==> src/hdl/dcs_regs.svh <==
`ifndef DCS_REGS_SVH
`define DCS_REGS_SVH
// ==========================================================
// register byte addresses on the serial control port
`define DCS_A_CFG 5'h00
`define DCS_A_INV 5'h01
`define DCS_A_SCL0 5'h02
`define DCS_A_FTW0 5'h08
`define DCS_A_STAT 5'h18
`define DCS_A_LAST 5'h19
`define DCS_NREG 26
// ==========================================================
// field positions and reset values
`define DCS_CFG_ISINC 0
`define DCS_STAT_SAT 0
`define DCS_SCALE_RST 8'hb5
`define DCS_SCALE_UNITY 8'h80
`define DCS_SCALE_SHIFT 7
// ==========================================================
// instruction byte layout
`define DCS_INS_RD 7
`define DCS_INS_NHI 6
`define DCS_INS_NLO 5
`define DCS_INS_AHI 4
// ==========================================================
// inverse sinc taps, scaled by 2**6: dc gain 43/64, about -3.45 db
`define DCS_FIR_EDGE 8'sh05
`define DCS_FIR_MID 8'sh35
`define DCS_FIR_SHIFT 6
// ==========================================================
// carrier generator constants
`define DCS_QTR_TURN 32'h4000_0000
`define DCS_PAR_SHIFT 8
`endif

==> src/hdl/dcs_pkg.sv <==
package dcs_pkg;
  // serial port sequencer states, one-hot
  typedef enum logic [1:0] {
    DCS_ST_INSTR = 2'b01,
    DCS_ST_DATA = 2'b10
  } dcs_state_t;
  // profile select
  typedef logic [1:0] dcs_prof_t;
endpackage

==> src/hdl/dcs_car_if.sv <==
// ==========================================================
// carrier reference samples from the generator to the modulator
interface dcs_car_if #(parameter int CW = 13);
  logic signed [CW-1:0] sin_s; // sine reference
  logic signed [CW-1:0] cos_s; // cosine reference
  modport src (output sin_s, output cos_s);
  modport snk (input sin_s, input cos_s);
endinterface

==> src/hdl/dcs_nco.sv <==
`include "dcs_regs.svh"
// ==========================================================
// phase accumulator with parabolic sine/cosine shaping
module dcs_nco #(
  parameter int PW = 32,
  parameter int CW = 13
) (
  // clock and reset
  input wire logic clk,
  input wire logic rst,
  // tuning
  input wire logic [PW-1:0] ftw,
  // carrier out
  dcs_car_if.src car
);
  import dcs_pkg::*;

  localparam int FW = 11; // phase bits inside a half turn
  logic [PW-1:0] phase_r; // accumulated phase
  logic [PW-1:0] phase_q; // phase shifted a quarter turn
  logic signed [CW-1:0] sin_nxt;
  logic signed [CW-1:0] cos_nxt;

  // parabola 4x(1-x) per half turn; cheaper than a table, ~5.6% peak error
  function automatic logic signed [CW-1:0] shape(input logic [PW-1:0] p);
    logic [FW-1:0] f;
    logic [2*FW:0] y;
    logic [CW-2:0] mag;
    f = p[PW-2 -: FW];
    y = (2*FW+1)'(f) * (2*FW+1)'((1 << FW) - int'(f));
    mag = (y[2*FW:`DCS_PAR_SHIFT] > (2*FW+1-`DCS_PAR_SHIFT)'((1 << (CW-1)) - 1)) ?
          {(CW-1){1'b1}} : y[`DCS_PAR_SHIFT +: CW-1];
    shape = p[PW-1] ? -$signed({1'b0, mag}) : $signed({1'b0, mag});
  endfunction

  assign phase_q = phase_r + `DCS_QTR_TURN;
  assign sin_nxt = shape(phase_r);
  assign cos_nxt = shape(phase_q);

  // ==========================================================
  // accumulate tuning word every sample clock
  always_ff @(posedge clk or posedge rst) begin
    if (rst) begin
      phase_r <= '0;
    end else begin
      phase_r <= phase_r + ftw;
    end
  end

  // sine and cosine both produced on every clock
  always_ff @(posedge clk or posedge rst) begin
    if (rst) begin
      car.sin_s <= '0;
      car.cos_s <= '0;
    end else begin
      car.sin_s <= sin_nxt;
      car.cos_s <= cos_nxt;
    end
  end
endmodule

==> src/hdl/dcs_top.sv <==
`include "dcs_regs.svh"
// Summary of operation
// - carrier frequency = tuning word * clock / 2^32
// - sine and cosine produced every clock
// - profile zero tuning word at bytes 08h-0Bh
// - optional inverse sinc fir before converter
// - inverse sinc dc gain about -3.5 db
// - bypassed filter passes samples, taps frozen
// - 8-bit scale, lsb weighs 2^-7
// - scale resets to b5h, about root two
// - scale 80h bypasses the multiplier
// - 14-bit samples to converter every clock
// - spectral invert selects sign of q term
module dcs_top #(
  parameter int DW = 14,
  parameter int CW = 13,
  parameter int PW = 32
) (
  // clock and reset
  input wire logic clk,
  input wire logic rst,
  // serial control port pins
  input wire logic sclk,
  input wire logic cs_n,
  input wire logic sdio,
  input wire logic syncio,
  output logic sdo,
  output logic sdo_oe_n,
  // profile select pins
  input wire dcs_pkg::dcs_prof_t prof_sel,
  // baseband samples from the interpolators, same clock
  input wire logic signed [DW-1:0] i_data,
  input wire logic signed [DW-1:0] q_data,
  // converter samples
  output logic signed [DW-1:0] dac_data
);
  import dcs_pkg::*;

  localparam int MW = DW + 2; // modulator width with headroom
  localparam int SMAX = (1 << (DW-1)) - 1;

  // ==========================================================
  // pin synchronisers, two flops before any use
  logic [1:0] sclk_s_r, cs_s_r, sdio_s_r, sync_s_r;
  logic [1:0] prof_s1_r, prof_s2_r;
  logic sclk_d_r; // third stage for edge detect
  always_ff @(posedge clk or posedge rst) begin
    if (rst) begin
      sclk_s_r <= 2'h0;
      cs_s_r <= 2'h3;
      sdio_s_r <= 2'h0;
      sync_s_r <= 2'h0;
      prof_s1_r <= 2'h0;
      prof_s2_r <= 2'h0;
      sclk_d_r <= 1'b0;
    end else begin
      sclk_s_r <= {sclk_s_r[0], sclk};
      cs_s_r <= {cs_s_r[0], cs_n};
      sdio_s_r <= {sdio_s_r[0], sdio};
      sync_s_r <= {sync_s_r[0], syncio};
      prof_s1_r <= prof_sel;
      prof_s2_r <= prof_s1_r;
      sclk_d_r <= sclk_s_r[1];
    end
  end

  wire sel_w = ~cs_s_r[1]; // chip selected
  wire rise_w = sel_w & sclk_s_r[1] & ~sclk_d_r;
  wire fall_w = sel_w & ~sclk_s_r[1] & sclk_d_r;

  // ==========================================================
  // serial sequencer: instruction byte, then 1 to 4 data bytes
  dcs_state_t state_r;
  logic [2:0] bit_r; // bits of current byte taken
  logic [6:0] sh_r; // bits collected so far
  logic rd_r; // current cycle is a read
  logic [1:0] left_r; // data bytes still to go after this one
  logic [4:0] addr_r; // byte address
  logic commit_r; // one-cycle pulse: cycle finished
  logic sdo_r, sdo_oe_n_r;
  logic [7:0] stg_r [0:`DCS_NREG-1]; // bytes as written
  logic [7:0] act_r [0:`DCS_NREG-1]; // bytes in effect
  logic sat_r; // sticky saturation seen

  wire byte_done_w = rise_w & (bit_r == 3'h7);
  wire [7:0] byte_w = {sh_r, sdio_s_r[1]};
  wire wr_byte_w = byte_done_w & (state_r == DCS_ST_DATA) & ~rd_r;
  wire last_w = byte_done_w & (state_r == DCS_ST_DATA) & (left_r == 2'h0);
  // msb-first addressing walks downward and rolls 00h -> 19h
  wire [4:0] addr_dn_w = (addr_r == 5'h00) ? `DCS_A_LAST : addr_r - 5'h01;
  wire [4:0] next_a_w = (state_r == DCS_ST_INSTR) ? byte_w[`DCS_INS_AHI:0] : addr_dn_w;
  wire [7:0] stat_w = {7'h00, sat_r};
  wire [7:0] rd_byte_w = (addr_r == `DCS_A_STAT) ? stat_w :
                         (addr_r > `DCS_A_LAST) ? 8'h00 : stg_r[addr_r];

  // bit and state bookkeeping; syncio aborts, cs high only suspends
  always_ff @(posedge clk or posedge rst) begin
    if (rst) begin
      state_r <= DCS_ST_INSTR;
      bit_r <= 3'h0;
      sh_r <= 7'h00;
      rd_r <= 1'b0;
      left_r <= 2'h0;
      addr_r <= 5'h00;
    end else if (sync_s_r[1]) begin
      state_r <= DCS_ST_INSTR;
      bit_r <= 3'h0;
    end else if (rise_w) begin
      bit_r <= bit_r + 3'h1;
      sh_r <= byte_w[6:0];
      if (bit_r == 3'h7) begin
        unique case (state_r)
          DCS_ST_INSTR: begin
            rd_r <= byte_w[`DCS_INS_RD];
            left_r <= byte_w[`DCS_INS_NHI:`DCS_INS_NLO];
            addr_r <= next_a_w;
            state_r <= DCS_ST_DATA;
          end
          DCS_ST_DATA: begin
            left_r <= left_r - 2'h1;
            addr_r <= next_a_w;
            if (left_r == 2'h0) begin
              state_r <= DCS_ST_INSTR;
            end
          end
        endcase
      end
    end
  end

  // read data out on falling sclk, pin released outside reads
  always_ff @(posedge clk or posedge rst) begin
    if (rst) begin
      sdo_r <= 1'b0;
      sdo_oe_n_r <= 1'b1;
      commit_r <= 1'b0;
    end else begin
      commit_r <= last_w & ~sync_s_r[1];
      sdo_oe_n_r <= ~(sel_w & rd_r & (state_r == DCS_ST_DATA));
      if (fall_w) begin
        sdo_r <= rd_byte_w[3'h7 - bit_r];
      end
    end
  end

  // staging bytes; active copy taken once the whole cycle is in
  always_ff @(posedge clk or posedge rst) begin
    if (rst) begin
      for (int k = 0; k < `DCS_NREG; k++) begin
        stg_r[k] <= (k >= `DCS_A_SCL0 && k < `DCS_A_SCL0 + 4) ? `DCS_SCALE_RST : 8'h00;
        act_r[k] <= (k >= `DCS_A_SCL0 && k < `DCS_A_SCL0 + 4) ? `DCS_SCALE_RST : 8'h00;
      end
    end else begin
      if (sync_s_r[1] && !commit_r) begin
        // an aborted cycle must not leave bytes that a later commit would apply
        stg_r <= act_r;
      end else if (wr_byte_w && addr_r <= `DCS_A_LAST) begin
        stg_r[addr_r] <= byte_w;
      end
      if (commit_r) begin
        act_r <= stg_r;
      end
    end
  end

  // ==========================================================
  // per-profile fields, and the filter enable shared by all profiles
  logic [PW-1:0] ftw_w [0:3];
  for (genvar p = 0; p < 4; p++) begin : g_ftw
    // highest address holds the most significant byte
    assign ftw_w[p] = {act_r[`DCS_A_FTW0 + 4*p + 3], act_r[`DCS_A_FTW0 + 4*p + 2],
                       act_r[`DCS_A_FTW0 + 4*p + 1], act_r[`DCS_A_FTW0 + 4*p]};
  end
  wire [PW-1:0] ftw_sel_w = ftw_w[prof_s2_r];
  wire [7:0] scale_w = act_r[`DCS_A_SCL0 + 5'(prof_s2_r)];
  wire inv_w = act_r[`DCS_A_INV][prof_s2_r];
  wire isinc_w = act_r[`DCS_A_CFG][`DCS_CFG_ISINC];

  // ==========================================================
  // carrier generator
  dcs_car_if #(.CW(CW)) car_if ();
  dcs_nco #(.PW(PW), .CW(CW)) u_nco (
    .clk(clk),
    .rst(rst),
    .ftw(ftw_sel_w),
    .car(car_if.src)
  );

  // ==========================================================
  // modulator: i*cos +/- q*sin, scaled back by the carrier amplitude
  wire signed [DW+CW-1:0] pi_w = i_data * car_if.cos_s;
  wire signed [DW+CW-1:0] pq_w = q_data * car_if.sin_s;
  wire signed [DW+CW:0] sum_w = inv_w ? pi_w + pq_w : pi_w - pq_w;
  wire signed [MW-1:0] mod_nxt = sum_w[CW-1 +: MW];
  logic signed [MW-1:0] mod_r, tap1_r, tap2_r, fir_r;

  // inverse sinc taps; held still when bypassed, which stands in for a stopped clock
  wire signed [MW+8:0] acc_w = `DCS_FIR_MID * tap1_r - `DCS_FIR_EDGE * (mod_r + tap2_r);
  wire signed [MW-1:0] fir_nxt = acc_w[`DCS_FIR_SHIFT +: MW];
  wire signed [MW-1:0] fsel_w = isinc_w ? fir_r : mod_r;

  // output scale; unity skips the multiplier altogether
  wire signed [MW+8:0] prod_w = fsel_w * $signed({1'b0, scale_w});
  wire signed [MW+1:0] scl_w = (scale_w == `DCS_SCALE_UNITY) ?
                               (MW+2)'(fsel_w) : prod_w[`DCS_SCALE_SHIFT +: MW+2];
  wire hi_w = scl_w > (MW+2)'(SMAX);
  wire lo_w = scl_w < -(MW+2)'(SMAX) - (MW+2)'(1);
  wire signed [DW-1:0] sat_w = hi_w ? DW'(SMAX) : lo_w ? DW'(-SMAX - 1) : scl_w[DW-1:0];
  wire clr_sat_w = wr_byte_w & (addr_r == `DCS_A_STAT) & ~byte_w[`DCS_STAT_SAT];

  // datapath pipeline, one sample per clock
  always_ff @(posedge clk or posedge rst) begin
    if (rst) begin
      mod_r <= '0;
      tap1_r <= '0;
      tap2_r <= '0;
      fir_r <= '0;
      dac_data <= '0;
      sat_r <= 1'b0;
    end else begin
      mod_r <= mod_nxt;
      if (isinc_w) begin
        tap1_r <= mod_r;
        tap2_r <= tap1_r;
        fir_r <= fir_nxt;
      end
      dac_data <= sat_w;
      // a new overflow beats a clear in the same cycle
      sat_r <= (hi_w | lo_w) | (sat_r & ~clr_sat_w);
    end
  end

  assign sdo = sdo_r;
  assign sdo_oe_n = sdo_oe_n_r;
endmodule

==> config.mk <==
export PLATFORM = sky130hd
export DESIGN_NAME = dcs_top
export DESIGN_NICKNAME = d
export VERILOG_FILES = /design/src/hdl/dcs_pkg.sv /design/src/hdl/dcs_car_if.sv /design/src/hdl/dcs_nco.sv /design/src/hdl/dcs_top.sv
export VERILOG_INCLUDE_DIRS = /design/src /design/src/hdl
export SDC_FILE = /design/constraint.sdc
export NUM_CORES = 2
export LEC_CHECK = 0
export ABC_CLOCK_PERIOD_IN_PS = 41700
export BUFFER_PORTS_ARGS = -buffer_cell sky130_fd_sc_hd__buf_2
export CORE_MARGIN = 8
export CORE_UTILIZATION = 50
export DETAILED_ROUTE_END_ITERATION = 8
export PLACE_DENSITY = 0.65
export SLEW_MARGIN = 20
export SYNTH_ARGS = -nofsm -noshare
export SYNTH_HDL_FRONTEND = slang
export SYNTH_SLANG_ARGS = --single-unit
export TNS_END_PERCENT = 10
==> constraint.sdc <==
create_clock -name clk -period 41.7 [get_ports clk]
set_input_delay 2.085 -clock clk [delete_from_list [all_inputs] [get_ports clk]]
set_output_delay 2.085 -clock clk [all_outputs]
set_load 0.1 [all_outputs]
==> impl_metrics.yaml <==
run_status:
  outcome: "completed"
final_layout:
  layout.nets: 6764
  multi_input_area_um2: 39300
  fillers: 10200
  drive_gt1_frac: 0.119
  regArea_um2: 14800
  syn_to_final_growth_pct: 6.95
synth:
  synth_area_leaders: "dfrtp_1 24%, fa_1 23%, ha_1 9.8%"
  synth_top_family_by_area: "adder cells"
  synth-xor-area-share: 0.0332
  yosys.cell_count.top_type: "inv_1"
  yosys.area_share.simple: 0.109
  syn_area_um2: 57900
  ys_ff_latch: 589
  yosys_warnings: 0
  synthCells: 5677
  netlist-cell-type-count: 90
  syn_avg_cell_area_um2: 10.2
  synthTopCellsByCount: "814 x inv_1, 663 x fa_1, 576 x nand2_1"
  async_reset_ff_frac: 1.00
  synth_compound_area_frac: 0.0757
  ys_seq_area_frac: 0.255
  synth.top_cell.area_share: 0.235
  synth_edf_count: 0
  synthMuxAreaShare: 0.131
  synth-adder-area-share: 0.327
  yosysTopAreaCell: "dfrtp_1"
  yosys_most_used_dff: "dfrtp_1"
worst_setup_path:
  cpLargestDelayFamily: "adder cells"
  rr_worst_depth: 33
  reg2reg_to: "u_nco.car.sin_s[10]$_DFF_PP0_"
  required_ns: 42.21
  path_common_cell: "fa_1"
  crit_path_max_fanout: 21
  cp_slowest_cell: "or4_1"
  critPathKind: "flop to flop"
  arrival_ns: 10.34
  r2r_slack_ns: 31.86
  slowest_delay_ns: 0.81
  cp_num_buf_inv: 5
  worstReg2RegStart: "u_nco.phase_r[20]$_DFF_PP0_"
  cp-start-kind: "flop"
  endpoint_kind: "flop"
floorplan:
  die-area_um2: 127000
  die_h_um: 356
  start_util: 0.501
  core_um2: 116000
  fp.dieW_um: 356
  ios: 52
  num_rows: 125
routing:
  drtIter0Drc: 2504
  detail_route.wl_per_cell_um: 19.0
  dr.pass1.iters: 9
  routed_wl_mm: 137
  detail-route-antenna-nets: 0
  num_vias: 39700
  drc: 0
  via_per_inst: 5.52
sta:
  grt_setup_unrepaired: "no"
  max-slew-margin-rel: 0.231
  min_period_over_period: 0.236
  hold_viol: 0
  setup_viol: 0
  slew_viol_final: 0
  final.setup.tns_ns: 0
  clock-skew-final_ns: 0.0351
  fmax_mhz: 102
  tightestPinTransition_ns: 1.15
  fin_crit_ns: 9.84
  fin_ws_ns: 31.86
grt:
  antenna_found_initial: 3
  grt-ovfl-total: 0
  grt_first_pass_wirelength_mm: 226
  grt_pass1_vias: 41700
  grt_max_degree: 167
  track_usage: 0.221
min_path:
  hp-class: "flop to flop"
  whs_path_depth: 0
  holdPathEnd: "prof_s2_r[0]$_DFF_PP0_"
  min-delay-start: "prof_s1_r[0]$_DFF_PP0_"
clocking:
  clk_pin_slew_worst_paths_ns: 0.06
  numCtsBuffers: 69
  cts_sinks: 589
  ctsResizeCount: 0
  hold_buffers: 0
  htreeDepth: 3
  clk_path_buf_depth: 3
  insertion_delay_ns: 0.63
  tritoncts: "yes"
  post_cts_buffers: 0
  cts_root_buf: "clkbuf_16"
place:
  dp_slack_ns: 31.51
  gp_congestion: 0.885
  port_buffers: 51
  hpwl_mm: 103
flow_run:
  max_cap_viol_count: 0
[sequential cells by signal (all words and copies together), names as in the netlist, 5 cells and up]
signal and count:
act_r 208, sh_r 7, dac_data 14, u_nco.car.sin_s 13
stg_r 208, mod_r 16, tap2_r 16, tap1_r 16
u_nco.phase_r 32, addr_r 5, fir_r 16, u_nco.car.cos_s 13
[metal layers]
| metal | track usage | vias to the layer above | part of all wire |
|---|---|---|---|
| li1 | - | 18400 | - |
| met1 | 0.300 | 20100 | 0.44 |
| met2 | 0.365 | 902 | 0.48 |
| met3 | 0.0357 | 256 | 0.054 |
| met4 | 0.0643 | 6 | 0.030 |
| met5 | 0 | - | 0.00025 |
[stage by stage]
stage	hold WS (ns)	cell area, µm²	utilization	instances
after CTS	0.347	61900	0.536	7194
after floorplan	0.331	58000	-	5698
after detailed placement	0.335	59600	0.516	7066
after global routing	0.356	62000	0.536	7194
final	0.346	62000	0.536	7195
after global placement	0.332	59600	0.516	7066
[logic make-up after synthesis]
group | count (synthesis)
flops | 589
simple gates | 1353
fa+ha+maj | 1115
xor+xnor | 217
mux | 619
buf+inv | 1063
compound gates | 719
other cells | 2
[worst max-delay path by stage]
stage,from,endpoint,cells after the start
CTS,u_nco.phase_r[20]$_DFF_PP0_,u_nco.car.sin_s[10]$_DFF_PP0_,33
global placement,q_data[7],mod_r[15]$_DFF_PP0_,33
finish,u_nco.phase_r[20]$_DFF_PP0_,u_nco.car.sin_s[10]$_DFF_PP0_,33
floorplan,rst,act_r[0]$_DFFE_PP0P_,1
global route,u_nco.phase_r[20]$_DFF_PP0_,u_nco.car.sin_s[10]$_DFF_PP0_,33
detailed placement,q_data[7],mod_r[15]$_DFF_PP0_,33
[final cells by class]
type | instances | share of cell area
inverter | 819 | 0.0497
clock inverter | 28 | 0.00446
multi-input combinational | 4046 | 0.634
timing repair buffer | 88 | 0.00881
clock buffer | 100 | 0.0333
sequential | 589 | 0.239
tap | 1524 | 0.0308
antenna | 1 | 0.0000404
[worst register-to-register path, delay by kind of cell (launching register included)]
kind | cells | cell delay [ns]
AO/OA/AOI/OAI | 8 | 1.93
adder cells (fa/ha/maj) | 9 | 3.87
buffers and inverters | 5 | 0.64
flip-flops | 1 | 0.68
multiplexers | 1 | 0.14
AND/OR/NAND/NOR | 10 | 2.46
[placed cells by master, fill, tap and decap left out, drive strengths merged, types with 11 or more instances in the layout]
| master | n |
|---|---|
| inv | 820 |
| fa | 663 |
| nand2 | 576 |
| dfrtp | 545 |
| ha | 452 |
| o21ai | 319 |
| mux2 | 286 |
| nor2 | 277 |
| mux2i | 250 |
| and2 | 181 |
| xnor2 | 163 |
| a21oi | 147 |
| clkbuf | 100 |
| buf | 88 |
| nand2b | 86 |
| mux4 | 83 |
| a21o | 62 |
| nor2b | 58 |
| xor2 | 53 |
| nor3 | 52 |
| dfstp | 44 |
| nand3 | 36 |
| conb | 23 |
| a211oi | 21 |
| clkinv | 21 |
| o21a | 20 |
| o21bai | 19 |
| a31oi | 18 |
| or3 | 16 |
| nand4 | 14 |
| and3 | 14 |
| o31ai | 12 |
| o211ai | 11 |
Power is not shown: default switching activity piles up to over one toggle a cycle in this logic, so the estimate is an artifact.
